**src/msq_consts.vh**
```
// constants for the program sequencer: addresses, vectors, sizes
`ifndef MSQ_CONSTS_VH
`define MSQ_CONSTS_VH
`define MSQ_PHASES 4
`define MSQ_PH_LAST 2'h3
`define MSQ_PH_FIRST 4'h1
`define MSQ_PC_MASK_S 12'h7ff
`define MSQ_PC_MASK_L 12'hfff
`define MSQ_VEC_RESET 12'h000
`define MSQ_VEC_EXT 12'h004
`define MSQ_VEC_TMR 12'h008
`define MSQ_VEC_ADC 12'h00c
`define MSQ_STK_DEPTH 3'h6
`define MSQ_STK_LAST 3'h5
`define MSQ_ADR_IND0 8'h00
`define MSQ_ADR_PTR0 8'h01
`define MSQ_ADR_IND1 8'h02
`define MSQ_ADR_PTR1 8'h03
`define MSQ_ADR_BANK 8'h04
`define MSQ_ADR_PCL 8'h06
`define MSQ_ADR_TABLE_POINTER 8'h07
`define MSQ_ADR_TABLE_HIGH_RESULT 8'h08
`define MSQ_RAM_LO 8'h28
`define MSQ_RAM_HI_S 8'he7
`define MSQ_B1_LO 8'h40
`define MSQ_B1_HI 8'h7f
`define MSQ_BANK_ONE 8'h01
`define MSQ_RST_BYTE 8'h00
`endif

```
**src/msq_program_sequencer.v**
```verilog
// program sequencer: phases, pipeline, counter, stack, tables, data map
`include "msq_consts.vh"

// What this block does
// - four one-hot phases; an instruction cycle is four clocks
// - fetch of next word overlaps execution of the previous one
// - counter is 11 bits small variant, 12 bits large variant
// - counter advances by one after each instruction fetch
// - true skip discards prefetched word, dummy cycle, counter net plus two
// - jump, call, return, vector, low-byte write load counter; two cycles
// - reset clears the counter so execution starts at address zero
// - interrupt vectors: external 004, timer 008, converter 00c
// - counter low byte at 06; write replaces low eight bits only
// - program memory of 15-bit words, addressed by counter or table pointer
// - current-page table read keeps upper counter bits; last page forces ones
// - table read: low byte to data memory, high bits to 08; pointer at 07
// - every table read takes two instruction cycles
// - six-entry return stack, invisible to software
// - call and interrupt push the counter; returns pop it
// - reset leaves the stack empty
// - stack full: interrupt held off until a return pops
// - call on full stack overwrites the oldest entry
// - data addresses below 28 not decoded here read the outside special registers
// - small variant general memory spans 28 to e7
// - bit updates reach any byte; pointers at 01 and 03 give indirection
// - large variant: bank selector 01 sends pointer-one 40..7f to bank 1
// - addresses 00 and 02 act on the byte under pointer zero or one
module msq_program_sequencer #(
  parameter LARGE_VARIANT = 1
) (
  // clock and reset
  input wire clk_sys,
  input wire rst_b,
  // phase clocks
  output reg [3:0] phase_q,
  // program memory
  output reg [11:0] rom_addr_q,
  input wire [14:0] rom_data,
  // instruction to execute unit
  output reg [14:0] instr_q,
  output reg instr_valid_q,
  // execute unit requests, sampled in the last phase
  input wire ex_skip,
  input wire ex_jump,
  input wire ex_call,
  input wire ex_ret,
  input wire [11:0] ex_target,
  input wire ex_tbl_cur,
  input wire ex_tbl_last,
  input wire [7:0] ex_tbl_dst,
  // data memory access from execute unit
  input wire [7:0] dm_addr,
  input wire dm_wr,
  input wire [7:0] dm_wdata,
  output reg [7:0] dm_rdata,
  // data ram array
  output reg [8:0] ram_addr,
  output reg ram_we,
  output reg [7:0] ram_wdata,
  input wire [7:0] ram_rdata,
  // other special registers, outside this block
  output reg [7:0] sfr_addr,
  output reg sfr_we,
  output reg [7:0] sfr_wdata,
  input wire [7:0] sfr_rdata,
  // interrupt controller: 0 external, 1 timer, 2 converter
  input wire [2:0] irq_req,
  output reg [2:0] irq_ack_q,
  output wire stack_full
);

  localparam [11:0] PC_MASK = LARGE_VARIANT ? `MSQ_PC_MASK_L :
    `MSQ_PC_MASK_S;
  localparam [7:0] RAM_HI = LARGE_VARIANT ? 8'hff : `MSQ_RAM_HI_S;

  // address classes
  localparam [2:0] C_ZERO = 3'h0;
  localparam [2:0] C_RAM = 3'h1;
  localparam [2:0] C_SFR = 3'h2;
  localparam [2:0] C_OWN = 3'h3;

  reg [11:0] pc_q;
  reg [11:0] pc_d;
  reg [11:0] exec_pc_q;
  reg [7:0] ptr0_q;
  reg [7:0] ptr1_q;
  reg [7:0] bank_q;
  reg [7:0] table_pointer_q;
  reg [6:0] table_high_result_q;
  reg tbl_q;
  reg [7:0] tbl_dst_q;
  reg [11:0] stk [0:5];
  reg [2:0] head_q;
  reg [2:0] count_q;

  wire ph_last = phase_q[3];
  wire ctl_go = instr_valid_q & ph_last;
  wire tbl_fin = ph_last & tbl_q;
  wire [2:0] head_up = (head_q == `MSQ_STK_LAST) ? 3'h0 : head_q + 3'h1;
  wire [2:0] head_dn = (head_q == 3'h0) ? `MSQ_STK_LAST : head_q - 3'h1;
  wire [11:0] pc_inc = (pc_q + 12'h001) & PC_MASK;
  wire [11:0] tbl_addr = {(ex_tbl_last ? 4'hf : pc_q[11:8]), table_pointer_q}
    & PC_MASK;
  wire irq_any = |irq_req;
  wire [11:0] irq_vec = irq_req[0] ? `MSQ_VEC_EXT :
    irq_req[1] ? `MSQ_VEC_TMR : `MSQ_VEC_ADC;

  assign stack_full = (count_q == `MSQ_STK_DEPTH);

  // ****************************************
  // data address resolution
  // ****************************************
  // returns {bank bit, effective byte address}
  function [8:0] msq_resolve;
    input [7:0] a;
    input [7:0] p0;
    input [7:0] p1;
    input [7:0] bk;
    begin
      if (a == `MSQ_ADR_IND0)
        msq_resolve = {1'b0, p0};
      else if (a == `MSQ_ADR_IND1)
        msq_resolve = {(LARGE_VARIANT != 0) && (bk == `MSQ_BANK_ONE)
          && (p1 >= `MSQ_B1_LO) && (p1 <= `MSQ_B1_HI), p1};
      else
        msq_resolve = {1'b0, a};
    end
  endfunction

  function [2:0] msq_class;
    input [8:0] e;
    begin
      if (e[7:0] == `MSQ_ADR_IND0 || e[7:0] == `MSQ_ADR_IND1)
        msq_class = C_ZERO;
      else if (e[7:0] == `MSQ_ADR_PTR0 || e[7:0] == `MSQ_ADR_PTR1
        || e[7:0] == `MSQ_ADR_PCL || e[7:0] == `MSQ_ADR_TABLE_POINTER
        || e[7:0] == `MSQ_ADR_TABLE_HIGH_RESULT
        || (e[7:0] == `MSQ_ADR_BANK && LARGE_VARIANT != 0))
        msq_class = C_OWN;
      else if (e[7:0] < `MSQ_RAM_LO)
        msq_class = C_SFR;
      else if (e[7:0] <= RAM_HI)
        msq_class = C_RAM;
      else
        msq_class = C_ZERO;
    end
  endfunction

  wire [7:0] wr_raw = tbl_fin ? tbl_dst_q : dm_addr;
  wire [8:0] wr_ea = msq_resolve(wr_raw, ptr0_q, ptr1_q, bank_q);
  wire [8:0] rd_ea = msq_resolve(dm_addr, ptr0_q, ptr1_q, bank_q);
  wire [2:0] wr_cls = msq_class(wr_ea);
  wire [2:0] rd_cls = msq_class(rd_ea);
  // table read borrows the write path in its second cycle
  wire wr_en = tbl_fin | (ctl_go & dm_wr);
  wire [7:0] wr_data = tbl_fin ? rom_data[7:0] : dm_wdata;
  wire own_wr = wr_en & (wr_cls == C_OWN);
  wire pcl_wr = ctl_go & dm_wr & (wr_cls == C_OWN)
    & (wr_ea[7:0] == `MSQ_ADR_PCL) & ~tbl_q;
  wire irq_go = ph_last & irq_any & ~stack_full & ~tbl_q & ~(instr_valid_q
    & (ex_skip | ex_jump | ex_call | ex_ret | ex_tbl_cur | ex_tbl_last
    | pcl_wr));

  // ****************************************
  // data read and write steering
  // ****************************************
  always @*
  begin
    ram_addr = rd_ea;
    ram_we = 1'b0;
    ram_wdata = wr_data;
    sfr_addr = rd_ea[7:0];
    sfr_we = 1'b0;
    sfr_wdata = wr_data;
    if (wr_en)
    begin
      ram_addr = wr_ea;
      sfr_addr = wr_ea[7:0];
      ram_we = (wr_cls == C_RAM);
      sfr_we = (wr_cls == C_SFR);
    end
    case (rd_cls)
      C_RAM: dm_rdata = ram_rdata;
      C_SFR: dm_rdata = sfr_rdata;
      C_OWN:
        case (rd_ea[7:0])
          `MSQ_ADR_PTR0: dm_rdata = ptr0_q;
          `MSQ_ADR_PTR1: dm_rdata = ptr1_q;
          `MSQ_ADR_BANK: dm_rdata = bank_q;
          `MSQ_ADR_PCL: dm_rdata = exec_pc_q[7:0];
          `MSQ_ADR_TABLE_POINTER: dm_rdata = table_pointer_q;
          `MSQ_ADR_TABLE_HIGH_RESULT: dm_rdata = {1'b0, table_high_result_q};
          default: dm_rdata = `MSQ_RST_BYTE;
        endcase
      default: dm_rdata = `MSQ_RST_BYTE;
    endcase
  end

  // ****************************************
  // phase generator
  // ****************************************
  always @(posedge clk_sys)
  begin
    if (!rst_b)
      phase_q <= `MSQ_PH_FIRST;
    else
      phase_q <= {phase_q[2:0], phase_q[3]};
  end

  // ****************************************
  // own special registers
  // ****************************************
  always @(posedge clk_sys)
  begin
    if (!rst_b)
    begin
      ptr0_q <= `MSQ_RST_BYTE;
      ptr1_q <= `MSQ_RST_BYTE;
      bank_q <= `MSQ_RST_BYTE;
      table_pointer_q <= `MSQ_RST_BYTE;
      table_high_result_q <= 7'h00;
    end
    else
    begin
      if (own_wr && wr_ea[7:0] == `MSQ_ADR_PTR0)
        ptr0_q <= wr_data;
      if (own_wr && wr_ea[7:0] == `MSQ_ADR_PTR1)
        ptr1_q <= wr_data;
      if (own_wr && wr_ea[7:0] == `MSQ_ADR_BANK)
        bank_q <= wr_data;
      if (own_wr && wr_ea[7:0] == `MSQ_ADR_TABLE_POINTER)
        table_pointer_q <= wr_data;
      // high byte has no write path: read only
      if (tbl_fin)
        table_high_result_q <= rom_data[14:8];
    end
  end

  // ****************************************
  // program counter and pipeline
  // ****************************************
  always @*
  begin
    pc_d = pc_inc;
    if (tbl_q)
      pc_d = pc_q;
    else if (instr_valid_q && ex_skip)
      pc_d = pc_inc;
    else if (instr_valid_q && (ex_jump || ex_call))
      pc_d = ex_target & PC_MASK;
    else if (instr_valid_q && ex_ret)
      pc_d = stk[head_q];
    else if (pcl_wr)
      pc_d = {pc_q[11:8], wr_data};
    else if (irq_go)
      pc_d = irq_vec;
  end

  wire flush = ~tbl_q & (irq_go | (instr_valid_q & (ex_skip | ex_jump
    | ex_call | ex_ret)) | pcl_wr);
  wire tbl_start = ~flush & ~tbl_q & instr_valid_q
    & (ex_tbl_cur | ex_tbl_last);

  always @(posedge clk_sys)
  begin
    if (!rst_b)
    begin
      pc_q <= `MSQ_VEC_RESET;
      rom_addr_q <= `MSQ_VEC_RESET;
      exec_pc_q <= `MSQ_VEC_RESET;
      instr_q <= 15'h0000;
      instr_valid_q <= 1'b0;
      tbl_q <= 1'b0;
      tbl_dst_q <= `MSQ_RST_BYTE;
      irq_ack_q <= 3'h0;
    end
    else
    begin
      irq_ack_q <= 3'h0;
      if (ph_last)
      begin
        pc_q <= pc_d;
        rom_addr_q <= tbl_start ? tbl_addr : pc_d;
        if (tbl_q)
        begin
          // held word runs now; table word was the dummy fetch
          tbl_q <= 1'b0;
          instr_valid_q <= 1'b1;
        end
        else if (flush)
          instr_valid_q <= 1'b0;
        else
        begin
          instr_q <= rom_data;
          exec_pc_q <= pc_q;
          instr_valid_q <= ~tbl_start;
          tbl_q <= tbl_start;
          tbl_dst_q <= ex_tbl_dst;
        end
        if (irq_go && !(instr_valid_q && ex_skip))
          irq_ack_q <= irq_req[0] ? 3'h1 : irq_req[1] ? 3'h2 : 3'h4;
      end
    end
  end

  // ****************************************
  // return stack
  // ****************************************
  // ring of six: a push on full drops the oldest without a shift
  wire do_push = ph_last & ~tbl_q & ((instr_valid_q & ex_call & ~ex_skip
    & ~ex_jump) | (irq_go & ~(instr_valid_q & ex_skip)));
  wire do_pop = ph_last & ~tbl_q & instr_valid_q & ex_ret & ~ex_skip
    & ~ex_jump & ~ex_call;

  always @(posedge clk_sys)
  begin
    if (do_push)
      stk[head_up] <= pc_q;
  end

  always @(posedge clk_sys)
  begin
    if (!rst_b)
    begin
      head_q <= `MSQ_STK_LAST;
      count_q <= 3'h0;
    end
    else if (do_push)
    begin
      head_q <= head_up;
      if (!stack_full)
        count_q <= count_q + 3'h1;
    end
    else if (do_pop && count_q != 3'h0)
    begin
      head_q <= head_dn;
      count_q <= count_q - 3'h1;
    end
  end

endmodule // msq_program_sequencer

```
**config.mk**
```make
export PLATFORM = sky130hd
export DESIGN_NAME = msq_program_sequencer
export DESIGN_NICKNAME = d
export VERILOG_FILES = /design/src/msq_program_sequencer.v
export VERILOG_INCLUDE_DIRS = /design/src /design/src/src
export SDC_FILE = /design/constraint.sdc
export NUM_CORES = 1
export LEC_CHECK = 0
export BUFFER_PORTS_ARGS = -buffer_cell sky130_fd_sc_hd__buf_2
export CORE_MARGIN = 1.5
export CORE_UTILIZATION = 51
export DETAILED_ROUTE_END_ITERATION = 10
export PLACE_DENSITY_LB_ADDON = 0.05
export SLEW_MARGIN = 20
export SYNTH_ARGS = -nofsm -noshare
export SYNTH_HDL_FRONTEND = slang
export SYNTH_SLANG_ARGS = --single-unit
```
**constraint.sdc**
```tcl
create_clock -name clk_sys -period 4.19 [get_ports clk_sys]
set_input_delay 0.2095 -clock clk_sys [delete_from_list [all_inputs] [get_ports clk_sys]]
set_output_delay 0.2095 -clock clk_sys [all_outputs]
set_load 0.02 [all_outputs]
```
# Word level (Yosys, flattened, before mapping)
# Memory sizes are Yosys's and may differ from the RTL's. A register that Yosys moved wholly into a read port is not among the register bits.
# Cells that the tools add are included.
[op_classes]
add_sub_neg = 5
n_lt_le_gt_ge = 6
eq_ne = 26
n_mux = 47
bitwise = 52
reduce_logical = 37
[op_table]
columns = ["cell", "count"]
rows = [
  ["12-bit 2-to-1 mux", 7],
  ["8-bit by 2-bit equality test with 1-bit output, second input constant", 6],
  ["8-bit by 3-bit equality test with 1-bit output, second input constant", 6],
  ["8-bit case mux with 6 select lines", 1],
  ["9-bit 2-to-1 mux", 5],
  ["3-bit 2-to-1 mux", 12],
  ["8-bit zero test", 4],
  ["1-bit bitwise AND", 29],
  ["8-bit by 1-bit equality test with 1-bit output, second input constant", 3],
  ["8-bit 2-to-1 mux", 3],
  ["8-bit case mux with 3 select lines", 1],
  ["8-bit by 4-bit equality test with 1-bit output, second input constant", 2],
  ["8-bit less-or-equal comparator, second input constant", 2],
  ["8-bit by 6-bit < comparator with 1-bit output, second input constant", 2],
  ["1-bit logical OR", 13],
  ["12-bit by 1-bit adder with 12-bit output, second input constant", 1],
  ["3-bit by 2-bit equality test with 1-bit output, second input constant", 4],
  ["1-bit NOT", 12],
  ["1-bit logical AND", 11],
  ["1-bit 2-to-1 mux", 11],
  ["1-bit bitwise OR", 11],
  ["2-bit 2-to-1 mux", 5],
  ["8-bit by 7-bit >= comparator with 1-bit output, second input constant", 1],
  ["8-bit by 7-bit less-or-equal comparator with 1-bit output, second input constant", 1],
  ["other kinds (14)", 20],
]
[word_totals]
reg_bits = 109
ram_bits = 72
input_bits = 79
wordCells = 191
n_memories = 1
[mem_list]
columns = ["name", "words", "width", "read_ports", "rd_ports_with_merged_regs", "wr", "line_no", "rtl"]
rows = [
  ["stk", 6, 12, 1, 1, 1, "msq_program_sequencer.v:92", "reg [11:0] stk [0:5];"],
]

# Longest topological paths before layout
[logic_depth]
ltp_word = 31
mapped_depth = 17
depth_no_buf = 13

# Worst setup path after synthesis
# OpenSTA, ideal clock, no wires.
[synth_timing]
path_kind = "reg2reg"
start = "register phase_q[3]"
end = "memory stk[3][0] (enable)"
t_arrival_ps = 4119
path_slack_ps = -328
stages_incl_launch_ff = 13
n_path_buf = 3
period_less_slack_ps = 4518
cell_sequence = "dfxtp_1 -> clkbuf_1 -> nand2_1 -> nor4b_4 -> o22ai_1 -> a2bb2oi_1 -> or4_1 -> buf_2 -> o21ai_2 -> o21ai_1 -> buf_2 -> nand2_1 -> nor3b_1"
[synth_between]
elab_chain_cells = 26
[synth_rtl]
columns = ["item", "line_no", "rtl"]
rows = [
  ["start, declared", "msq_program_sequencer.v:35", "output reg [3:0] phase_q,"],
  ["start signal, assigned", "msq_program_sequencer.v:205", "phase_q <= `MSQ_PH_FIRST;"],
  ["start signal, assigned", "msq_program_sequencer.v:207", "phase_q <= {phase_q[2:0], phase_q[3]};"],
  ["branches (longest 23 deep; another with 8-bit less-or-equal comparator)", "-", ""],
  ["1-bit bitwise AND (*)", "msq_program_sequencer.v:310", "wire do_push = ph_last & ~tbl_q & ((instr_valid_q & ex_call & ~ex_skip"],
  ["1-bit 2-to-1 mux (*)", "msq_program_sequencer.v:317", "if (do_push)"],
  ["1-bit 2-to-1 mux (implied by the code) (*)", "msq_program_sequencer.v:318", "stk[head_up] <= pc_q;"],
  ["end, declared", "msq_program_sequencer.v:92", ""],
]
# Every way passes the cells marked *.

# Worst setup path in the final report
[layout_timing]
start = "register tbl_dst_q[7]"
end = "memory stk[5][8] (enable)"
[layout_between]
elab_chain_cells = 25
[layout_rtl]
columns = ["item", "line_no", "rtl"]
rows = [
  ["start, declared", "msq_program_sequencer.v:91", "reg [7:0] tbl_dst_q;"],
  ["start signal, assigned", "msq_program_sequencer.v:274", "tbl_dst_q <= `MSQ_RST_BYTE;"],
  ["start signal, assigned", "msq_program_sequencer.v:298", "tbl_dst_q <= ex_tbl_dst;"],
  ["8-bit 2-to-1 mux (*)", "msq_program_sequencer.v:149", "wire [7:0] wr_raw = tbl_fin ? tbl_dst_q : dm_addr;"],
  ["8-bit by 2-bit equality test with 1-bit output (no source line)", "-", ""],
  ["9-bit 2-to-1 mux", "msq_program_sequencer.v:122", "else if (a == `MSQ_ADR_IND1)"],
  ["9-bit 2-to-1 mux (*)", "msq_program_sequencer.v:120", "if (a == `MSQ_ADR_IND0)"],
  ["branches (longest 10 deep; another with 8-bit less-or-equal comparator)", "-", ""],
  ["1-bit bitwise AND (*) (2 in a row)", "msq_program_sequencer.v:158", "wire pcl_wr = ctl_go & dm_wr & (wr_cls == C_OWN)"],
  ["1-bit bitwise OR (*)", "msq_program_sequencer.v:162", "| pcl_wr));"],
  ["1-bit bitwise AND (*)", "msq_program_sequencer.v:161", "& (ex_skip | ex_jump | ex_call | ex_ret | ex_tbl_cur | ex_tbl_last"],
  ["1-bit NOT (*)", "msq_program_sequencer.v:160", "wire irq_go = ph_last & irq_any & ~stack_full & ~tbl_q & ~(instr_valid_q"],
  ["1-bit bitwise AND (*)", "msq_program_sequencer.v:160", ""],
  ["1-bit bitwise AND (*)", "msq_program_sequencer.v:311", "& ~ex_jump) | (irq_go & ~(instr_valid_q & ex_skip)));"],
  ["1-bit bitwise OR (*)", "msq_program_sequencer.v:311", ""],
  ["1-bit bitwise AND (*)", "msq_program_sequencer.v:310", ""],
  ["1-bit 2-to-1 mux (*)", "msq_program_sequencer.v:317", ""],
  ["1-bit 2-to-1 mux (implied by the code) (*)", "msq_program_sequencer.v:318", ""],
]
# Marks and branches as above.

==> summary.txt <==
Detailed routing
  – Drt wl/cell: 20.7 um
  – Drt drc: 4
  – Drt pass-1 iters: 8
  – Detailed Route Iter0 Violations: 674
  – DRT antenna net count: 0
  – Via/cell ratio: 5.97
  – Vias: 8071
  – Routed wire length: 27900 um

Place
  – Place WS: 0.0733 ns
  – Hpwl dp: 20200 um
  – I/O Buffers: 157
  – Gpl congestion: 0.914

Timing
  – Setup TNS Final: 0 ns
  – Final period utilization: 92.3%
  – Rel. slew slack: 34.4%
  – Worst Tran Pin Value: 0.984 ns
  – Final min period: 3.87 ns
  – Final Hold Vio Count: 0
  – Pins Over Slew Limit: 0
  – # setup viols final: 0
  – Hold slack: 0.0137 ns
  – Worst setup margin: 0.324 ns
  – Clock Skews: 0.00910 ns
  – Highest Clock Rate: 0.259 GHz
  – RSZ-0062 raised after global routing: no

Clock network
  – Clock root buffer: clkbuf_16
  – H-tree depth: 4
  – CTS Sinks: 184
  – Total CTS buffers: 17
  – TritonCTS clock tree: done
  – Clk_lat worst skew: 0.43 ns
  – CTS max path bufs: 2
  – Reg clk slew, reported paths: 0.07 ns

GRT
  – Overflow after GRT: 0
  – First-pass GRT wire length: 43700 um
  – Total GRT Usage: 29.4%
  – Vias in the first global route: 7706
  – Initial antenna violation count: 0
  – Pin count of the biggest net entering global routing: 56

Setup path
  – CP max FO: 13
  – Kind of critical path: register to register
  – CP Launch Type: register
  – Req. time, crit path: 4.28 ns
  – Setup crit end kind: register
  – Crit path DAT: 3.95 ns

Synthesis
  – Post-synthesis register bit count: 184
  – Syn. warnings: 0
  – Synth top area cells: dfxtp_1 (24%), edfxtp_1 (23%), mux2i_1 (9.6%)
  – Synth area leader: dfxtp_1
  – Post-Syn Instances: 968
  – Post-synth EDFFs: 72
  – Asr flop ratio synth: 0%
  – Synthesized cell area: 9440 um2
  – Share of the synthesized area in the top cell type: 23.8%
  – Seq/Total Area, Yosys: 46.7%
  – Post-synth cell types: 79
  – Syn Nets: 1050
  – Syn_area_per_cell: 9.75 um2
  – Commonest register cell after synthesis: dfxtp_1

Floorplanning
  – Site Rows: 49
  – I/O Pins: 158
  – Die Wd: 139 um
  – Die height: 139 um
  – DIE AREA: 19300 um2
  – Starting Density: 52.2%
  – Core Area: 18100 um2

Cells and area
  – Most frequent cells in the layout: buf_2 (157), nor2_1 (113), dfxtp_1 (112)
  – Commonest non-fill, non-tap cell in the layout: buf_2
  – Share of cells above drive strength 1: 23.8%
  – Fin nets: 1191
  – Post-layout util: 61.2%
  – Area growth, synth to finish: 17.3%
  – ANT cells: 0
  – Multi-input gate area: 4610 um2
  – Filler cells: 1574
  – FF+latch area: 4400 um2

Power
  – Part of the power in registers: 48.7%
  – NetSw: 0.938 mW
  – Clk pwr share: 42.5%
  – Combinational share of power: 8.8%
  – Switching Share: 24.2%
  – Int Pwr: 2.94 mW
  – Leakage: 4.41 nW
  – Peak supply drop: 0.263 mV
  – Total power: 3.88 mW
  – Pwr Density: 350 nW/um2

Outcome
  – Failing checks: design-rule violations
  – Status: complete, but fails checks

Job
  – Max-Cap Viols: 0

Min path
  – Min-Delay Path Class: input pin to register
-- per-stage QoR --
step / instance area (um2) / cells
floorplan: 9440 / 968
global placement: 10500 / 1317
detailed placement: 10500 / 1317
CTS: 11100 / 1351
global route: 11100 / 1351
finish: 11100 / 1351
-- path summary, 6_finish.rpt --
check | start | end | slack, ns | cells past startpoint
worst min-delay path | ex_tbl_dst[5] | tbl_dst_q[5]$_SDFFE_PN0P_ | 0.01 | 3
worst min register to register | phase_q[1]$_SDFF_PN0_ | phase_q[2]$_SDFF_PN0_ | 0.47 | 1
worst max register to register | tbl_dst_q[7]$_SDFFE_PN0P_ | stk[5][8]$_DFFE_PP_ | 0.32 | 9
worst max-delay path | tbl_dst_q[7]$_SDFFE_PN0P_ | stk[5][8]$_DFFE_PP_ | 0.32 | 9
-- cells by family (layout without fill, tap and decap cells) --
| logic type | after synthesis | after routing | share of synthesized area, % |
|---|---|---|---|
| XOR/XNOR | 10 | 10 | 0.928 |
| buffers and inverters | 94 | 248 | 4.65 |
| AO/OA/AOI/OAI | 217 | 217 | 15.8 |
| flip-flops | 184 | 184 | 46.7 |
| multiplexers | 108 | 108 | 13.1 |
| adder cells (fa/ha/maj) | 3 | 3 | 0.398 |
| AND/OR/NAND/NOR | 352 | 352 | 18.4 |
-- layout make-up --
class	instances	area share, %
Clock inverter	13	1.50
Multi-Input combinational cell	690	41.7
Inverter	20	0.678
Timing Repair Buffer	196	9.90
Sequential cell	184	39.8
Tap cell	229	2.59
Clock buffer	19	3.91
-- cell usage after synthesis (18+ instances only) --
library cell	n
inv_1	18
clkbuf_1	43
buf_4	21
nand2_1	102
nor3_1	22
o21ai_0	36
edfxtp_1	72
dfxtp_1	112
nor2_1	113
a21oi_1	49
nand3_1	28
mux2i_1	91
-- what timing repair did --
action,CTS,global route
hold endpoints to repair,2,0
gates resized for setup,0,1
hold buffers,2,0
endpoints found under the setup margin,0,61
buffers inserted,0,0
-- sequential cells by signal, indices dropped and copies added, names as in the netlist, named ones only --
name / flops
bank_q: 8
count_q: 3
exec_pc_q: 8
head_q: 3
instr_q: 15
instr_valid_q: 1
irq_ack_q: 3
pc_q: 12
phase_q: 4
ptr0_q: 8
ptr1_q: 8
rom_addr_q: 12
stk: 72
table_high_result_q: 7
table_pointer_q: 8
tbl_dst_q: 8
tbl_q: 1
-- critical path, cell delays in order (launching register included) --
cell,delay (ns)
dfxtp_1,0.32
or4_4,0.55
nor4b_4,0.47
o21ai_2,0.19
o21ai_4,0.28
inv_2,0.12
or4b_1,0.57
o21ai_2,0.28
o21ai_2,0.24
and3_1,0.48
-- power groups by stage --
stage / registers [mW] / logic, mW / clock network, mW
after floorplan: 1.92 / 0.212 / 0
final: 1.89 / 0.341 / 1.65
after detailed placement: 1.93 / 0.337 / 0
after global routing: 1.89 / 0.368 / 1.75
after CTS: 1.89 / 0.339 / 1.67
after global placement: 1.93 / 0.336 / 0
-- per-layer routing --
| metal | up-vias | track usage, % | part of all wire, % |
|---|---|---|---|
| met4 | 0 | 12.3 | 3.0 |
| met3 | 61 | 4.87 | 6.1 |
| met1 | 3844 | 37.2 | 42 |
| li1 | 3856 | - | - |
| met5 | - | 0 | 0 |
| met2 | 310 | 49.8 | 49 |
Note: power is estimated with default switching activity, not from simulation.
